===== src/gdc_defs.svh =====
`ifndef GDC_DEFS_SVH
`define GDC_DEFS_SVH

// ==========================================================
// register indices (byte address is four times the index)
`define GDC_PIN_CFG_IDX     8'h21
`define GDC_DP_CTL_IDX      8'h22
`define GDC_STATUS_IDX      8'h30
`define GDC_ADDR_W          8

// ==========================================================
// reset values
`define GDC_PIN_CFG_RST     8'h00
`define GDC_DP_CTL_RST      8'h00

// ==========================================================
// pin7/pin8 configuration fields
`define GDC_P8_LEVEL_BIT    7
`define GDC_P8_FAR_BIT      6
`define GDC_P8_DIR_BIT      5
`define GDC_P8_EN_BIT       4
`define GDC_P7_LEVEL_BIT    3
`define GDC_P7_FAR_BIT      2
`define GDC_P7_DIR_BIT      1
`define GDC_P7_EN_BIT       0

// ==========================================================
// datapath control fields
`define GDC_HOLD_BIT        7
`define GDC_BYPASS_BIT      6
`define GDC_SENSE_BIT       5
`define GDC_REGEN_BIT       4
`define GDC_FOURCH_OVR_BIT  3
`define GDC_WIDTH18_BIT     2
`define GDC_INBAND_BIT      1
`define GDC_FOURCH_EN_BIT   0
`define GDC_FC_LOAD_MASK    8'h7f

// ==========================================================
// status fields
`define GDC_ST_P7_IN_BIT    0
`define GDC_ST_P8_IN_BIT    1
`define GDC_ST_P7_OE_BIT    2
`define GDC_ST_P8_OE_BIT    3
`define GDC_ST_FOURCH_BIT   4

// ==========================================================
// bus answers and pixel width
`define GDC_RESP_OKAY       2'h0
`define GDC_RESP_SLVERR     2'h2
`define GDC_PIX_W           24

`endif


===== src/gdc_pkg.sv =====
`include "gdc_defs.svh"

package gdc_pkg;

    typedef enum logic [1:0] {
        GDC_PAD_FUNC_OUT = 2'b00,
        GDC_PAD_GPIO_OUT = 2'b01,
        GDC_PAD_HIZ      = 2'b10,
        GDC_PAD_GPIO_IN  = 2'b11
    } gdc_pad_mode_t;

    typedef enum logic [1:0] {
        GDC_SEL_PIN_CFG = 2'b00,
        GDC_SEL_DP_CTL  = 2'b01,
        GDC_SEL_STATUS  = 2'b10,
        GDC_SEL_NONE    = 2'b11
    } gdc_sel_t;

    typedef struct packed {
        logic [2:0] sync;
        logic       in_level;
        logic       out;
        logic       oe;
    } gdc_pad_state_t;

    typedef struct packed {
        logic                   aw_rdy;
        logic                   w_rdy;
        logic [`GDC_ADDR_W-1:0] aw_addr;
        logic [7:0]             w_data;
        logic                   w_lane0;
        logic                   bvalid;
        logic [1:0]             bresp;
        logic                   ar_rdy;
        logic                   rvalid;
        logic [31:0]            rdata;
        logic [1:0]             rresp;
        logic [7:0]             pin_cfg;
        logic [7:0]             dp_ctl;
        logic [`GDC_PIX_W-1:0]  pix_data;
        logic                   pix_valid;
        logic                   cp_enable;
        logic                   audio_pkt;
        logic                   audio_on_pix;
        logic                   four_ch;
        logic                   width18;
        logic                   inband;
    } gdc_state_t;

endpackage


===== src/gdc_pad_if.sv =====
interface gdc_pad_if;
    import gdc_pkg::*;

    logic far_control;
    logic direction;
    logic function_on;
    logic local_level;
    logic far_level;
    logic func_level;
    logic in_level;
    logic out;
    logic oe;

    modport ctl (
        output far_control,
        output direction,
        output function_on,
        output local_level,
        output far_level,
        output func_level,
        input  in_level,
        input  out,
        input  oe
    );

    modport pad (
        input  far_control,
        input  direction,
        input  function_on,
        input  local_level,
        input  far_level,
        input  func_level,
        output in_level,
        output out,
        output oe
    );
endinterface


===== src/gdc_pad.sv =====
module gdc_pad
    import gdc_pkg::*;
(
    input  wire logic mclk,    // core clock
    input  wire logic rst_b,   // async reset
    input  wire logic pin_i,   // pad input level
    gdc_pad_if.pad    pif      // configuration and pad drive
);

    gdc_pad_state_t s_r;
    gdc_pad_state_t s_nxt;
    gdc_pad_mode_t  mode;

    assign mode = gdc_pad_mode_t'({pif.direction, pif.function_on});

    always_comb begin
        s_nxt = s_r;
        // pad input crosses in; first stage feeds only the second
        s_nxt.sync = {s_r.sync[1:0], pin_i};
        if (s_r.sync[1] == s_r.sync[2]) begin
            s_nxt.in_level = s_r.sync[2];
        end
        if (pif.far_control) begin
            s_nxt.oe  = 1'b1;
            s_nxt.out = pif.far_level;
        end else begin
            unique case (mode)
                GDC_PAD_FUNC_OUT: begin
                    s_nxt.oe  = 1'b1;
                    s_nxt.out = pif.func_level;
                end
                GDC_PAD_GPIO_OUT: begin
                    s_nxt.oe  = 1'b1;
                    s_nxt.out = pif.local_level;
                end
                GDC_PAD_HIZ: begin
                    s_nxt.oe  = 1'b0;
                    s_nxt.out = 1'b0;
                end
                GDC_PAD_GPIO_IN: begin
                    s_nxt.oe  = 1'b0;
                    s_nxt.out = 1'b0;
                end
            endcase
        end
    end

    always_ff @(posedge mclk or negedge rst_b) begin
        if (!rst_b) begin
            s_r <= '0;
        end else begin
            s_r <= s_nxt;
        end
    end

    assign pif.in_level = s_r.in_level;
    assign pif.out      = s_r.out;
    assign pif.oe       = s_r.oe;

endmodule


===== src/gdc_regs.sv =====
// Contract
// - local level drives pin only if function on, output direction, far control off.
// - far control set forces pin output with level received from far end.
// - direction/enable pair: 00 functional, 10 hi-z, 01 gpio out, 11 gpio in.
// - hold bit set blocks forward-channel loading, keeps locally written values.
// - forward-channel configuration updates datapath lower bits unless hold set.
// - bypass set forwards pixel data regardless of pixel valid.
// - bypass disables content protection and blocks packetized audio.
// - sense bit 1 means valid active low; 0 means active high.
// - regen bit set suppresses packetized audio on pixel pins.
// - four-channel override set follows bit 0; clear forces four-channel off.
// - width bit 1 selects 18-bit video, 0 selects 24-bit.
// - transport bit 1 selects in-band audio, 0 data-island.
// - four-channel enable bit turns four-channel audio on or off.
// - datapath control resets to zero, all bits read/write.
module gdc_regs
    import gdc_pkg::*;
(
    input  wire logic                  mclk,             // core clock, 250 MHz
    input  wire logic                  rst_b,            // async reset
    // axi4-lite slave
    input  wire logic [`GDC_ADDR_W+1:0] s_axi_awaddr,    // write address
    input  wire logic                  s_axi_awvalid,    // write address valid
    output logic                       s_axi_awready,    // write address ready
    input  wire logic [31:0]           s_axi_wdata,      // write data
    input  wire logic [3:0]            s_axi_wstrb,      // byte enables
    input  wire logic                  s_axi_wvalid,     // write data valid
    output logic                       s_axi_wready,     // write data ready
    output logic [1:0]                 s_axi_bresp,      // write response
    output logic                       s_axi_bvalid,     // write response valid
    input  wire logic                  s_axi_bready,     // write response ready
    input  wire logic [`GDC_ADDR_W+1:0] s_axi_araddr,    // read address
    input  wire logic                  s_axi_arvalid,    // read address valid
    output logic                       s_axi_arready,    // read address ready
    output logic [31:0]                s_axi_rdata,      // read data
    output logic [1:0]                 s_axi_rresp,      // read response
    output logic                       s_axi_rvalid,     // read data valid
    input  wire logic                  s_axi_rready,     // read data ready
    // forward channel
    input  wire logic                  fc_cfg_valid,     // datapath config strobe
    input  wire logic [6:0]            fc_cfg_data,      // datapath config bits
    input  wire logic [1:0]            far_level,        // far levels, pin8/pin7
    // pins
    input  wire logic [1:0]            func_level,       // functional levels
    input  wire logic                  pin7_i,           // pin7 input
    output logic                       pin7_o,           // pin7 drive level
    output logic                       pin7_oe,          // pin7 drive enable
    input  wire logic                  pin8_i,           // pin8 input
    output logic                       pin8_o,           // pin8 drive level
    output logic                       pin8_oe,          // pin8 drive enable
    // pixel path
    input  wire logic [`GDC_PIX_W-1:0] pix_data_i,       // pixel data in
    input  wire logic                  pixel_valid,      // raw data enable
    input  wire logic                  cp_request,       // protection requested
    input  wire logic                  audio_pkt_i,      // packetized audio in
    output logic [`GDC_PIX_W-1:0]      pix_data_o,       // pixel data out
    output logic                       pix_valid_o,      // pixel valid out
    output logic                       cp_enable,        // protection active
    output logic                       audio_pkt_o,      // packetized audio out
    output logic                       audio_on_pix,     // audio on pixel pins
    output logic                       four_ch_on,       // four-channel audio
    output logic                       video_18bit,      // 18-bit mode
    output logic                       audio_inband      // in-band transport
);

    // ======================================================
    // address decode

    function automatic gdc_sel_t decode(input logic [`GDC_ADDR_W+1:0] addr);
        logic [`GDC_ADDR_W-1:0] idx;
        idx = addr[`GDC_ADDR_W+1:2];
        if (idx == `GDC_PIN_CFG_IDX) begin
            decode = GDC_SEL_PIN_CFG;
        end else if (idx == `GDC_DP_CTL_IDX) begin
            decode = GDC_SEL_DP_CTL;
        end else if (idx == `GDC_STATUS_IDX) begin
            decode = GDC_SEL_STATUS;
        end else begin
            decode = GDC_SEL_NONE;
        end
    endfunction

    // ======================================================
    // pads

    gdc_pad_if p7_if ();
    gdc_pad_if p8_if ();

    gdc_state_t s_r;
    gdc_state_t s_nxt;
    gdc_sel_t   wsel;
    gdc_sel_t   rsel;
    logic [7:0] status;
    logic       fc_load;
    logic       sensed_valid;

    assign p7_if.far_control = s_r.pin_cfg[`GDC_P7_FAR_BIT];
    assign p7_if.direction   = s_r.pin_cfg[`GDC_P7_DIR_BIT];
    assign p7_if.function_on = s_r.pin_cfg[`GDC_P7_EN_BIT];
    assign p7_if.local_level = s_r.pin_cfg[`GDC_P7_LEVEL_BIT];
    assign p7_if.far_level   = far_level[0];
    assign p7_if.func_level  = func_level[0];
    assign p8_if.far_control = s_r.pin_cfg[`GDC_P8_FAR_BIT];
    assign p8_if.direction   = s_r.pin_cfg[`GDC_P8_DIR_BIT];
    assign p8_if.function_on = s_r.pin_cfg[`GDC_P8_EN_BIT];
    assign p8_if.local_level = s_r.pin_cfg[`GDC_P8_LEVEL_BIT];
    assign p8_if.far_level   = far_level[1];
    assign p8_if.func_level  = func_level[1];

    gdc_pad u_pin7 (
        .mclk  (mclk),
        .rst_b (rst_b),
        .pin_i (pin7_i),
        .pif   (p7_if.pad)
    );

    gdc_pad u_pin8 (
        .mclk  (mclk),
        .rst_b (rst_b),
        .pin_i (pin8_i),
        .pif   (p8_if.pad)
    );

    // ======================================================
    // next state

    assign wsel = decode({s_r.aw_addr, 2'b00});
    assign rsel = decode(s_axi_araddr);

    always_comb begin
        status = 8'h00;
        status[`GDC_ST_P7_IN_BIT]  = p7_if.in_level;
        status[`GDC_ST_P8_IN_BIT]  = p8_if.in_level;
        status[`GDC_ST_P7_OE_BIT]  = p7_if.oe;
        status[`GDC_ST_P8_OE_BIT]  = p8_if.oe;
        status[`GDC_ST_FOURCH_BIT] = s_r.four_ch;
    end

    assign fc_load = fc_cfg_valid & ~s_r.dp_ctl[`GDC_HOLD_BIT];
    assign sensed_valid = pixel_valid ^ s_r.dp_ctl[`GDC_SENSE_BIT];

    always_comb begin
        s_nxt = s_r;
        // address and data taken in either order, held until answered
        if (s_r.aw_rdy && s_axi_awvalid) begin
            s_nxt.aw_rdy  = 1'b0;
            s_nxt.aw_addr = s_axi_awaddr[`GDC_ADDR_W+1:2];
        end
        if (s_r.w_rdy && s_axi_wvalid) begin
            s_nxt.w_rdy   = 1'b0;
            s_nxt.w_data  = s_axi_wdata[7:0];
            s_nxt.w_lane0 = s_axi_wstrb[0];
        end
        if (fc_load) begin
            s_nxt.dp_ctl = (s_r.dp_ctl & ~`GDC_FC_LOAD_MASK)
                         | ({1'b0, fc_cfg_data} & `GDC_FC_LOAD_MASK);
        end
        // software write lands after far load so it wins a same-cycle clash
        if (!s_r.aw_rdy && !s_r.w_rdy && !s_r.bvalid) begin
            s_nxt.bvalid = 1'b1;
            s_nxt.bresp  = `GDC_RESP_OKAY;
            unique case (wsel)
                GDC_SEL_PIN_CFG: begin
                    if (s_r.w_lane0) begin
                        s_nxt.pin_cfg = s_r.w_data;
                    end
                end
                GDC_SEL_DP_CTL: begin
                    if (s_r.w_lane0) begin
                        s_nxt.dp_ctl = s_r.w_data;
                    end
                end
                GDC_SEL_STATUS: begin
                    s_nxt.bresp = `GDC_RESP_OKAY;
                end
                GDC_SEL_NONE: begin
                    s_nxt.bresp = `GDC_RESP_SLVERR;
                end
            endcase
        end
        if (s_r.bvalid && s_axi_bready) begin
            s_nxt.bvalid = 1'b0;
            s_nxt.aw_rdy = 1'b1;
            s_nxt.w_rdy  = 1'b1;
        end
        // read answers one cycle after the address is taken
        if (s_r.ar_rdy && s_axi_arvalid) begin
            s_nxt.ar_rdy = 1'b0;
            s_nxt.rvalid = 1'b1;
            s_nxt.rresp  = `GDC_RESP_OKAY;
            unique case (rsel)
                GDC_SEL_PIN_CFG: s_nxt.rdata = {24'h000000, s_r.pin_cfg};
                GDC_SEL_DP_CTL:  s_nxt.rdata = {24'h000000, s_r.dp_ctl};
                GDC_SEL_STATUS:  s_nxt.rdata = {24'h000000, status};
                GDC_SEL_NONE: begin
                    s_nxt.rdata = 32'h00000000;
                    s_nxt.rresp = `GDC_RESP_SLVERR;
                end
            endcase
        end
        if (s_r.rvalid && s_axi_rready) begin
            s_nxt.rvalid = 1'b0;
            s_nxt.ar_rdy = 1'b1;
        end
        if (s_r.dp_ctl[`GDC_BYPASS_BIT] || sensed_valid) begin
            s_nxt.pix_valid = 1'b1;
            s_nxt.pix_data  = pix_data_i;
        end else begin
            s_nxt.pix_valid = 1'b0;
            s_nxt.pix_data  = '0;
        end
        // bypass kills protection and audio packets
        s_nxt.cp_enable = cp_request & ~s_r.dp_ctl[`GDC_BYPASS_BIT];
        s_nxt.audio_pkt = audio_pkt_i & ~s_r.dp_ctl[`GDC_BYPASS_BIT];
        // regen suppresses audio on pixel pins
        s_nxt.audio_on_pix = ~s_r.dp_ctl[`GDC_REGEN_BIT] & ~s_r.dp_ctl[`GDC_BYPASS_BIT];
        s_nxt.four_ch = s_r.dp_ctl[`GDC_FOURCH_OVR_BIT] & s_r.dp_ctl[`GDC_FOURCH_EN_BIT];
        s_nxt.width18 = s_r.dp_ctl[`GDC_WIDTH18_BIT];
        s_nxt.inband = s_r.dp_ctl[`GDC_INBAND_BIT];
    end

    // ======================================================
    // state register

    always_ff @(posedge mclk or negedge rst_b) begin
        if (!rst_b) begin
            s_r         <= '0;
            s_r.aw_rdy  <= 1'b1;
            s_r.w_rdy   <= 1'b1;
            s_r.ar_rdy  <= 1'b1;
            s_r.pin_cfg <= `GDC_PIN_CFG_RST;
            s_r.dp_ctl  <= `GDC_DP_CTL_RST;
        end else begin
            s_r <= s_nxt;
        end
    end

    // ======================================================
    // outputs, all from flops

    assign s_axi_awready = s_r.aw_rdy;
    assign s_axi_wready  = s_r.w_rdy;
    assign s_axi_bvalid  = s_r.bvalid;
    assign s_axi_bresp   = s_r.bresp;
    assign s_axi_arready = s_r.ar_rdy;
    assign s_axi_rvalid  = s_r.rvalid;
    assign s_axi_rdata   = s_r.rdata;
    assign s_axi_rresp   = s_r.rresp;
    assign pin7_o        = p7_if.out;
    assign pin7_oe       = p7_if.oe;
    assign pin8_o        = p8_if.out;
    assign pin8_oe       = p8_if.oe;
    assign pix_data_o    = s_r.pix_data;
    assign pix_valid_o   = s_r.pix_valid;
    assign cp_enable     = s_r.cp_enable;
    assign audio_pkt_o   = s_r.audio_pkt;
    assign audio_on_pix  = s_r.audio_on_pix;
    assign four_ch_on    = s_r.four_ch;
    assign video_18bit   = s_r.width18;
    assign audio_inband  = s_r.inband;

endmodule


===== config.mk =====
export PLATFORM = sky130hd
export DESIGN_NAME = gdc_regs
export DESIGN_NICKNAME = d
export VERILOG_FILES = /design/src/gdc_pkg.sv /design/src/gdc_pad_if.sv /design/src/gdc_pad.sv /design/src/gdc_regs.sv
export VERILOG_INCLUDE_DIRS = /design/src
export SDC_FILE = /design/constraint.sdc
export NUM_CORES = 1
export LEC_CHECK = 0
export ABC_CLOCK_PERIOD_IN_PS = 3150
export BUFFER_PORTS_ARGS = -buffer_cell sky130_fd_sc_hd__buf_2
export CELL_PAD_IN_SITES_DETAIL_PLACEMENT = 0
export CELL_PAD_IN_SITES_GLOBAL_PLACEMENT = 1
export CORE_MARGIN = 5
export CORE_UTILIZATION = 38
export CTS_CLUSTER_DIAMETER = 60
export DETAILED_ROUTE_END_ITERATION = 10
export PLACE_DENSITY_LB_ADDON = 0.1
export SKIP_CTS_REPAIR_TIMING = 1
export SLEW_MARGIN = 15
export SYNTH_ARGS = -nofsm -noshare
export SYNTH_HDL_FRONTEND = slang
export SYNTH_HIERARCHICAL = 1
export SYNTH_SLANG_ARGS = --single-unit

===== constraint.sdc =====
create_clock -name mclk -period 3.15 [get_ports mclk]
set_clock_uncertainty 0.05 [all_clocks]
set_input_delay 0.315 -clock mclk [delete_from_list [all_inputs] [get_ports mclk]]
set_output_delay 0.315 -clock mclk [all_outputs]
set_load 0.1 [all_outputs]

# Yosys cells after proc, flatten, opt, wreduce, memory -nomap -nowiden
# Index checks and enable logic that the tools add are counted.
# word_totals
ff_bits,117
latchBits,0
mem_bits_rw,0
mem_bits_ro,0
input_bits,104
output_inout_bits,76
word_cells,105
memories,0
# op_classes
n_addsub,0
multipliers,0
div_mod_pow,0
n_lt_le_gt_ge,0
n_eq_ne,19
shifts,0
n_mux,25
n_bitwise,10
n_reduce_logical,22
# op_table
cell,count
$pmux 32 s4,1
$eq 8x6->1 const B,6
$mux 36,1
$mux 8,4
$mux 25,1
$mux 2,10
$eq 2x2->1 const B,7
$pmux 2 s3,2
$eq 2x1->1 const B,4
$logic_not 2->1,4
$or 8x7->8,1
$reduce_bool 2->1,4
$logic_and 1x1->1,7
$and 1x1->1,5
$mux 1,5
$reduce_or 2->1,2
$logic_not 1->1,3
$mux 3,1
$not 1->1,3
$reduce_and 3->1,1
$eq 1x1->1,2
$logic_or 1x1->1,1
$xor 1x1->1,1

# Logic depth before layout (Yosys ltp)
# Gate-level depths: netlist of run 1.
# depth
word_depth,8
ltp_mapped,5
mapped_depth_nobuf,4

# Cells and area by module
# Netlist of run 1, hierarchy kept.
# by_module_without_submodules
module,n_inst,cells_per_inst,area_each_um2,seq_area_each_um2
gdc_regs,1,292,3558.4,1980.6
gdc_pad,2,11,193.9,150.1

# Least setup slack after synthesis of run 1
# No wires, ideal clock.
# synth_path
path_type,register to register
startpoint,reg s_r (netlist bit s_axi_bvalid)
endpoint,reg s_r[37] (netlist name)
setup_ns,0.128
arrival_time_ns,2.136
required_ns,2.972
setup_slack_ns,0.837
path_stages_with_launch,5
n_path_buf,0
period_less_slack_ns,2.313
path_cell_list,dfrtp_1 > or3_2 > nor4_2 > nand3b_2 > mux2_1
# synth_rtl
element,line,rtl
from (decl),gdc_regs.sv:89,gdc_state_t s_r;
from (signal assigned),gdc_regs.sv:234,s_r <= s_nxt;

# Final worst setup path of run 1
# layout_path
startpoint,reg s_r[97] (netlist name)
endpoint,reg s_r (netlist bit p8_if.far_control)
# layout_between
elab_chain_len,6
elab_cells_between_ends,8
cone_classes,eq/ne (3); mux (3); reduce/logical (2)
# layout_lines
element,line,rtl
$eq 8x6->1 (no line),--,
$mux 1,gdc_regs.sv:76,end else if (idx == `GDC_STATUS_IDX) begin
$mux 2,gdc_regs.sv:74,end else if (idx == `GDC_DP_CTL_IDX) begin
$mux 2 *,gdc_regs.sv:72,if (idx == `GDC_PIN_CFG_IDX) begin
$logic_not 2->1 *,gdc_regs.sv:162,unique case (wsel)
$reduce_and 3->1 (no line) *,--,
# Every way passes the cells marked *; elsewhere a longest branch is shown, timed or not.
# A chain may end at the register's enable or synchronous reset.

==> reports/metrics.yaml, run 1 <==
p_per_area_mw_per_mm2: 865
synth.most_common_cell: "dfrtp_1"
fin_nets: 513
p_int_w: 0.00216
die_w_um: 112
reg2reg_to: "p8_if.far_control"
h-tree-depth: 3
grt_pass1_vias: 2555
relSlewSlack: 0.349
net-switching-power_w: 0.00180
worstReg2RegStart: "s_r[97]"
slowest_stage: "or4b_4"
violations: "negative hold slack"
syn_area_mm2: 0.00395
ys_async_sr_fraction: 1.00
worst-path-max-fanout: 8
viasPerCell: 4.39
vias: 2413
timing.setup.tns_ns: 0
worstPathRequired_ns: 3.34
grt_overflow: 0
synth_edf_count: 0
place_congestion: 0.725
synth_top_area_cell: "dfrtp_1"
grt_pass1_wl_mm: 12.8
syn_inst: 314
holdWs_ns: -0.0393
p_leak_nw: 2.25
final_cell_area_mm2: 0.00458
wl_mm: 7.90
die_area_mm2: 0.0125
cts_inserted_buffers: 9
fp-row-count: 37
coreArea_mm2: 0.0102
syn_to_final_growth_pct: 16.2
seqPwrFrac: 0.407
cts_tree: "yes"
diodes: 0
yosysSeqAreaShare: 0.578
vdd_ir_drop_max_mv: 0.655
finalHoldViolCount: 26
synthDistinctLibCells: 33
endpoint_kind: "flip-flop"
reg2reg_setup_slack_ns: 1.12
cts.path.max_buffers: 2
hpwl_mm: 6.03
dr.first_iter.drc_count: 41
first_pass_iters: 4
p_sw_frac: 0.454
wl_per_cell_um: 14.4
boundaryPins: 180
min_period_over_period: 0.645
final.min_clock_period_ns: 2.03
worstSkewPairLatency_ns: 0.35
critPathMaxStageDelay_ns: 0.56
drc: 0
yosysWarningCount: 6
io_buffers: 122
placed_area_mm2: 0.00437
crit_type: "flip-flop to flip-flop"
pwr-share-clk: 0.203
worstRegToRegCells: 4
syn_area_per_cell_um2: 12.6
clkSinkCount: 91
synth_top_area_share: 0.558
synth.area.top_cells: "dfrtp_1 56%, buf_4 11%, mux2_2 11%"
drv_slew: 0
max_freq_ghz: 0.492
fin_total_pwr_w: 0.00396
die_y_um: 112
path_clk_slew_ns: 0.09
grt_max_degree: 61
ant_nets: 0
status: "finished with violations"
synthTopCellsByCount: "88 x dfrtp_1, 60 x buf_4, 39 x mux2_2"
antenna_found_initial: 0
drv_cap: 0
path_cells: "or4b_4, nor4_2, nand3b_2, mux2_2"
initial_utilization: 0.386
ys_ff_latch: 91
rsz0062_at_grt: "false"
pwr-share-comb: 0.390
start_kind: "flip-flop"
crit_arrival_ns: 2.22
layout-drive-gt1-share: 0.466
grt.total_usage: 0.129
finalSetupViolCount: 0
tightestPinTransition_ns: 0.976
yosys_most_used_dff: "dfrtp_1"
hold_path.class: "primary input to asynchronous set/reset pin"
clock-root-buffer: "clkbuf_8"
[cell families after synthesis]
family,after synthesis,share of synthesized area
and+or+nand+nor,66,0.102
muxes,43,0.122
other,1,0.000950
AOI/OAI and AO/OA,37,0.0615
buffers and inverters,72,0.126
xor gates and xnor gates,2,0.00444
DFF,91,0.578
adders and majority gates,2,0.00571
[power by group through the flow]
stage | sequential [W] | clock, W | combinational (W)
final | 0.00161 | 0.000804 | 0.00155
after CTS | 0.00162 | 0.000839 | 0.00156
after detailed placement | 0.00164 | 0 | 0.00156
after global routing | 0.00166 | 0.000887 | 0.00162
after floorplan | 0.00191 | 0 | 0.00112
after global placement | 0.00163 | 0 | 0.00155
[metrics by stage]
stage	cells	setup WS (ns)	utilization
6_report	550	1.12	0.448
5_1_grt	550	1.03	0.448
4_1_cts	549	1.08	0.447
3_5_place_dp	533	1.09	0.427
3_3_place_gp	533	1.11	0.427
2_1_floorplan	339	0.837	-
[state kept, by name, summed over array words and instances, names as in the netlist, 2 cells and up]
| name | flops |
|---|---|
| s_r | 23 |
| s_nxt | 2 |
| s_axi_rdata | 8 |
| u_pin8/s_nxt | 2 |
| u_pin7/s_nxt | 2 |
| pix_data_o | 24 |
[how the worst max path moves through the flow]
stage | from | endpoint | depth (start not counted)
after detailed placement | s_r[97] | s_r[37] | 4
after global placement | s_r[97] | s_r[37] | 4
after global routing | s_r[97] | s_r[37] | 4
after floorplan | s_axi_bvalid | s_r[37] | 4
final | s_r[97] | p8_if.far_control | 4
after CTS | s_r[97] | s_r[37] | 4
[final cells by class]
class | count | area, µm²
Clock buffer | 11 | 141
Clock inverter | 5 | 61.3
Tap cell | 136 | 170
Sequential cell | 91 | 2280
Timing Repair Buffer | 126 | 646
Fill cell | 1026 | 5650
Multi-Input combinational cell | 176 | 1270
Inverter | 5 | 18.8
[critical path: cells and delay by family, from the launching register on]
family	cells	cell delay, ns
flops	1	0.38
mux	1	0.35
simple gates	3	1.14
[cells in the final DEF, fill, tap and decap left out, types with 3 or more instances in the layout]
master / instances
a21oi_1: 3
nand2b_1: 3
mux2i_1: 3
nor2_1: 5
clkinvlp_4: 3
o21ai_0: 17
dfrtp_1: 88
nand2_1: 13
a21o_1: 6
buf_2: 121
mux2_2: 39
a22oi_1: 5
dfstp_2: 3
nor2b_1: 29
a32oi_1: 3
buf_4: 4
inv_1: 5
conb_1: 26
clkbuf_8: 10
[routing by layer]
metal  wire [µm]  share of wire  up-vias  track usage
met5           0              0        -            0
met4         115          0.015        0       0.0462
met3         715          0.090        9       0.0484
met2        3700           0.47       93        0.201
met1        3370           0.43     1148        0.163
li1            -              -     1163            -
No activity file was read; power rests on OpenSTA's default activity.
==> run 2, diff against run 1 <==
ABC_CLOCK_PERIOD_IN_PS = 1910   (was 3150)
CORE_UTILIZATION = 36   (was 38)
clock period = 1.91 ns   (was 3.15 ns; I/O delays follow)
==> run 2 against run 1 <==
Compared with the run above: the flow finishes with violations (negative setup slack); highest routed layer unchanged; non-clock buffer count grew 35; final cell count rose by 6.9%; sequential share of layout area is 3.9 points lower; critical path type unchanged; clock power up 60%; largest cell class unchanged; core utilization rose by 1.3 points.
==> reports/metrics.yaml, run 2 (same netlist as run 1, synthesis figures left out) <==
status: "finished with violations"
violations: "negative setup slack"
viasPerCell: 4.36  # -0.65%
dp.cells: 542  # +1.7%
die_area_mm2: 0.0132  # +5.1%
worstHoldEndpoint: "pix_data_o[1]"
p_leak_nw: 2.46  # +9.1%
fp-row-count: 38  # +2.7%
path_clk_slew_ns: 0.08  # about the same
timing.setup.tns_ns: -0.0176  # -0.0176 ns
wl_mm: 8.41  # +6.4%
coreArea_mm2: 0.0108  # +5.5%
place_congestion: 0.714  # -1.5%
first_pass_iters: 4  # unchanged
cts_tree: "yes"
start_kind: "flip-flop"
finalHoldViolCount: 0  # -100%
final_common_cell: "buf_2"
cts_inserted_buffers: 9  # unchanged
die_w_um: 115  # +2.5%
clock-root-buffer: "clkbuf_8"
finalSetupViolCount: 1  # +1
worst-path-max-fanout: 8  # unchanged
worstRegToRegCells: 4  # unchanged
grt_pass1_wl_mm: 13.5  # +5.4%
grt_overflow: 0  # unchanged
min-delay-start: "pix_data_i[1]"
final_cell_mix: "121 x buf_2, 87 x dfrtp_1, 39 x mux2_2, 31 x dlygate4sd3_1, 29 x nor2b_1"
final_cells: 588  # +6.9%
final_util: 0.461  # +0.0131
layout-drive-gt1-share: 0.442  # -0.0242
drv_slew: 0  # unchanged
drc: 0  # unchanged
crit_start: "s_r[97]"
boundaryPins: 180  # unchanged
dr.first_iter.drc_count: 100  # +140%
cts.path.max_buffers: 2  # unchanged
min_path_cells: 2
diodes: 0  # unchanged
initial_utilization: 0.366  # -0.0201
grt_max_degree: 38  # -38%
worstSkewPairLatency_ns: 0.35  # about the same
reg2reg_setup_slack_ns: -0.02  # -1.14 ns
wl_per_cell_um: 14.3  # -0.52%
holdWs_ns: 0.00222  # +0.0415 ns
fin_nets: 548  # +6.8%
worstPathRequired_ns: 2.10  # -1.24 ns
vdd_ir_drop_max_mv: 1.04  # +58%
syn_to_final_growth_pct: 26.1
rsz0062_at_grt: "true"
die_y_um: 115  # +2.5%
endpoint_kind: "flip-flop"
p_per_area_mw_per_mm2: 1330  # +54%
hold_path.class: "primary input to flip-flop"
ant_nets: 0  # unchanged
grt_pass1_vias: 2632  # +3.0%
min_period_over_period: 1.01  # +0.364
drv_cap: 0  # unchanged
clkSinkCount: 91  # unchanged
final.min_clock_period_ns: 1.93  # -0.104 ns
worst_slack_ns: -0.0176  # -1.14 ns
grt.total_usage: 0.134  # +0.00545
largest_reg_flops: 24  # unchanged
worstReg2RegStart: "s_r[97]"
fin_total_pwr_w: 0.00663  # +67%
h-tree-depth: 3  # unchanged
hpwl_mm: 6.24  # +3.4%
crit_type: "flip-flop to flip-flop"
antenna_found_initial: 0  # unchanged
crit_arrival_ns: 2.12  # -0.10 ns
reg2reg_to: "s_r[37]"
vias: 2563  # +6.2%
max_freq_ghz: 0.519  # +5.4%
io_buffers: 122  # unchanged
==> run 2: worst max-delay path, cell delays in order (launching register included) <==
cell	delay [ns]
dfrtp_1	0.38
or4b_4	0.58
nor4_4	0.28
nand3b_4	0.19
mux2_4	0.33
==> run 2: worst max-delay path by stage <==
stage                     cells after the start       to
final                                         4  s_r[37]
after global routing                          4  s_r[37]
after CTS                                     4  s_r[37]
after detailed placement                      4  s_r[37]
after global placement                        4  s_r[37]
after floorplan                               4  s_r[37]
==> run 2: report_power, final <==
group / switching, W / leakage, nW / internal [W]
Sequential: 0.000312 / 1.11 / 0.00238
Combinational: 0.00202 / 1.25 / 0.000631
Clock: 0.000622 / 0.0995 / 0.000669
==> run 2: area by class of cell <==
cell class                 count  area (µm²)
clock buffer                  13         159
clock inverter                 2        35.0
fill                        1036        5820
inverter                       5        18.8
multi-input combinational    176        1310
sequential                    91        2280
tap                          140         175
timing repair buffer         161         996
==> run 2: per-layer routing <==
layer | share of wire | vias to the layer above | global-route usage | routed length, µm
met5 | 0 | - | 0 | 0
met4 | 0.0065 | 0 | 0.0305 | 55
met3 | 0.091 | 4 | 0.0581 | 768
met2 | 0.49 | 93 | 0.217 | 4100
met1 | 0.41 | 1229 | 0.167 | 3480
li1 | - | 1237 | - | -
==> run 2: metrics by stage <==
step	instance area (µm²)	setup slack (ns)
CTS	4660	-0.110
floorplan	4080	-0.0200
finish	4980	-0.0176
global route	4980	-0.127
detailed placement	4470	-0.0935
global placement	4470	-0.0653
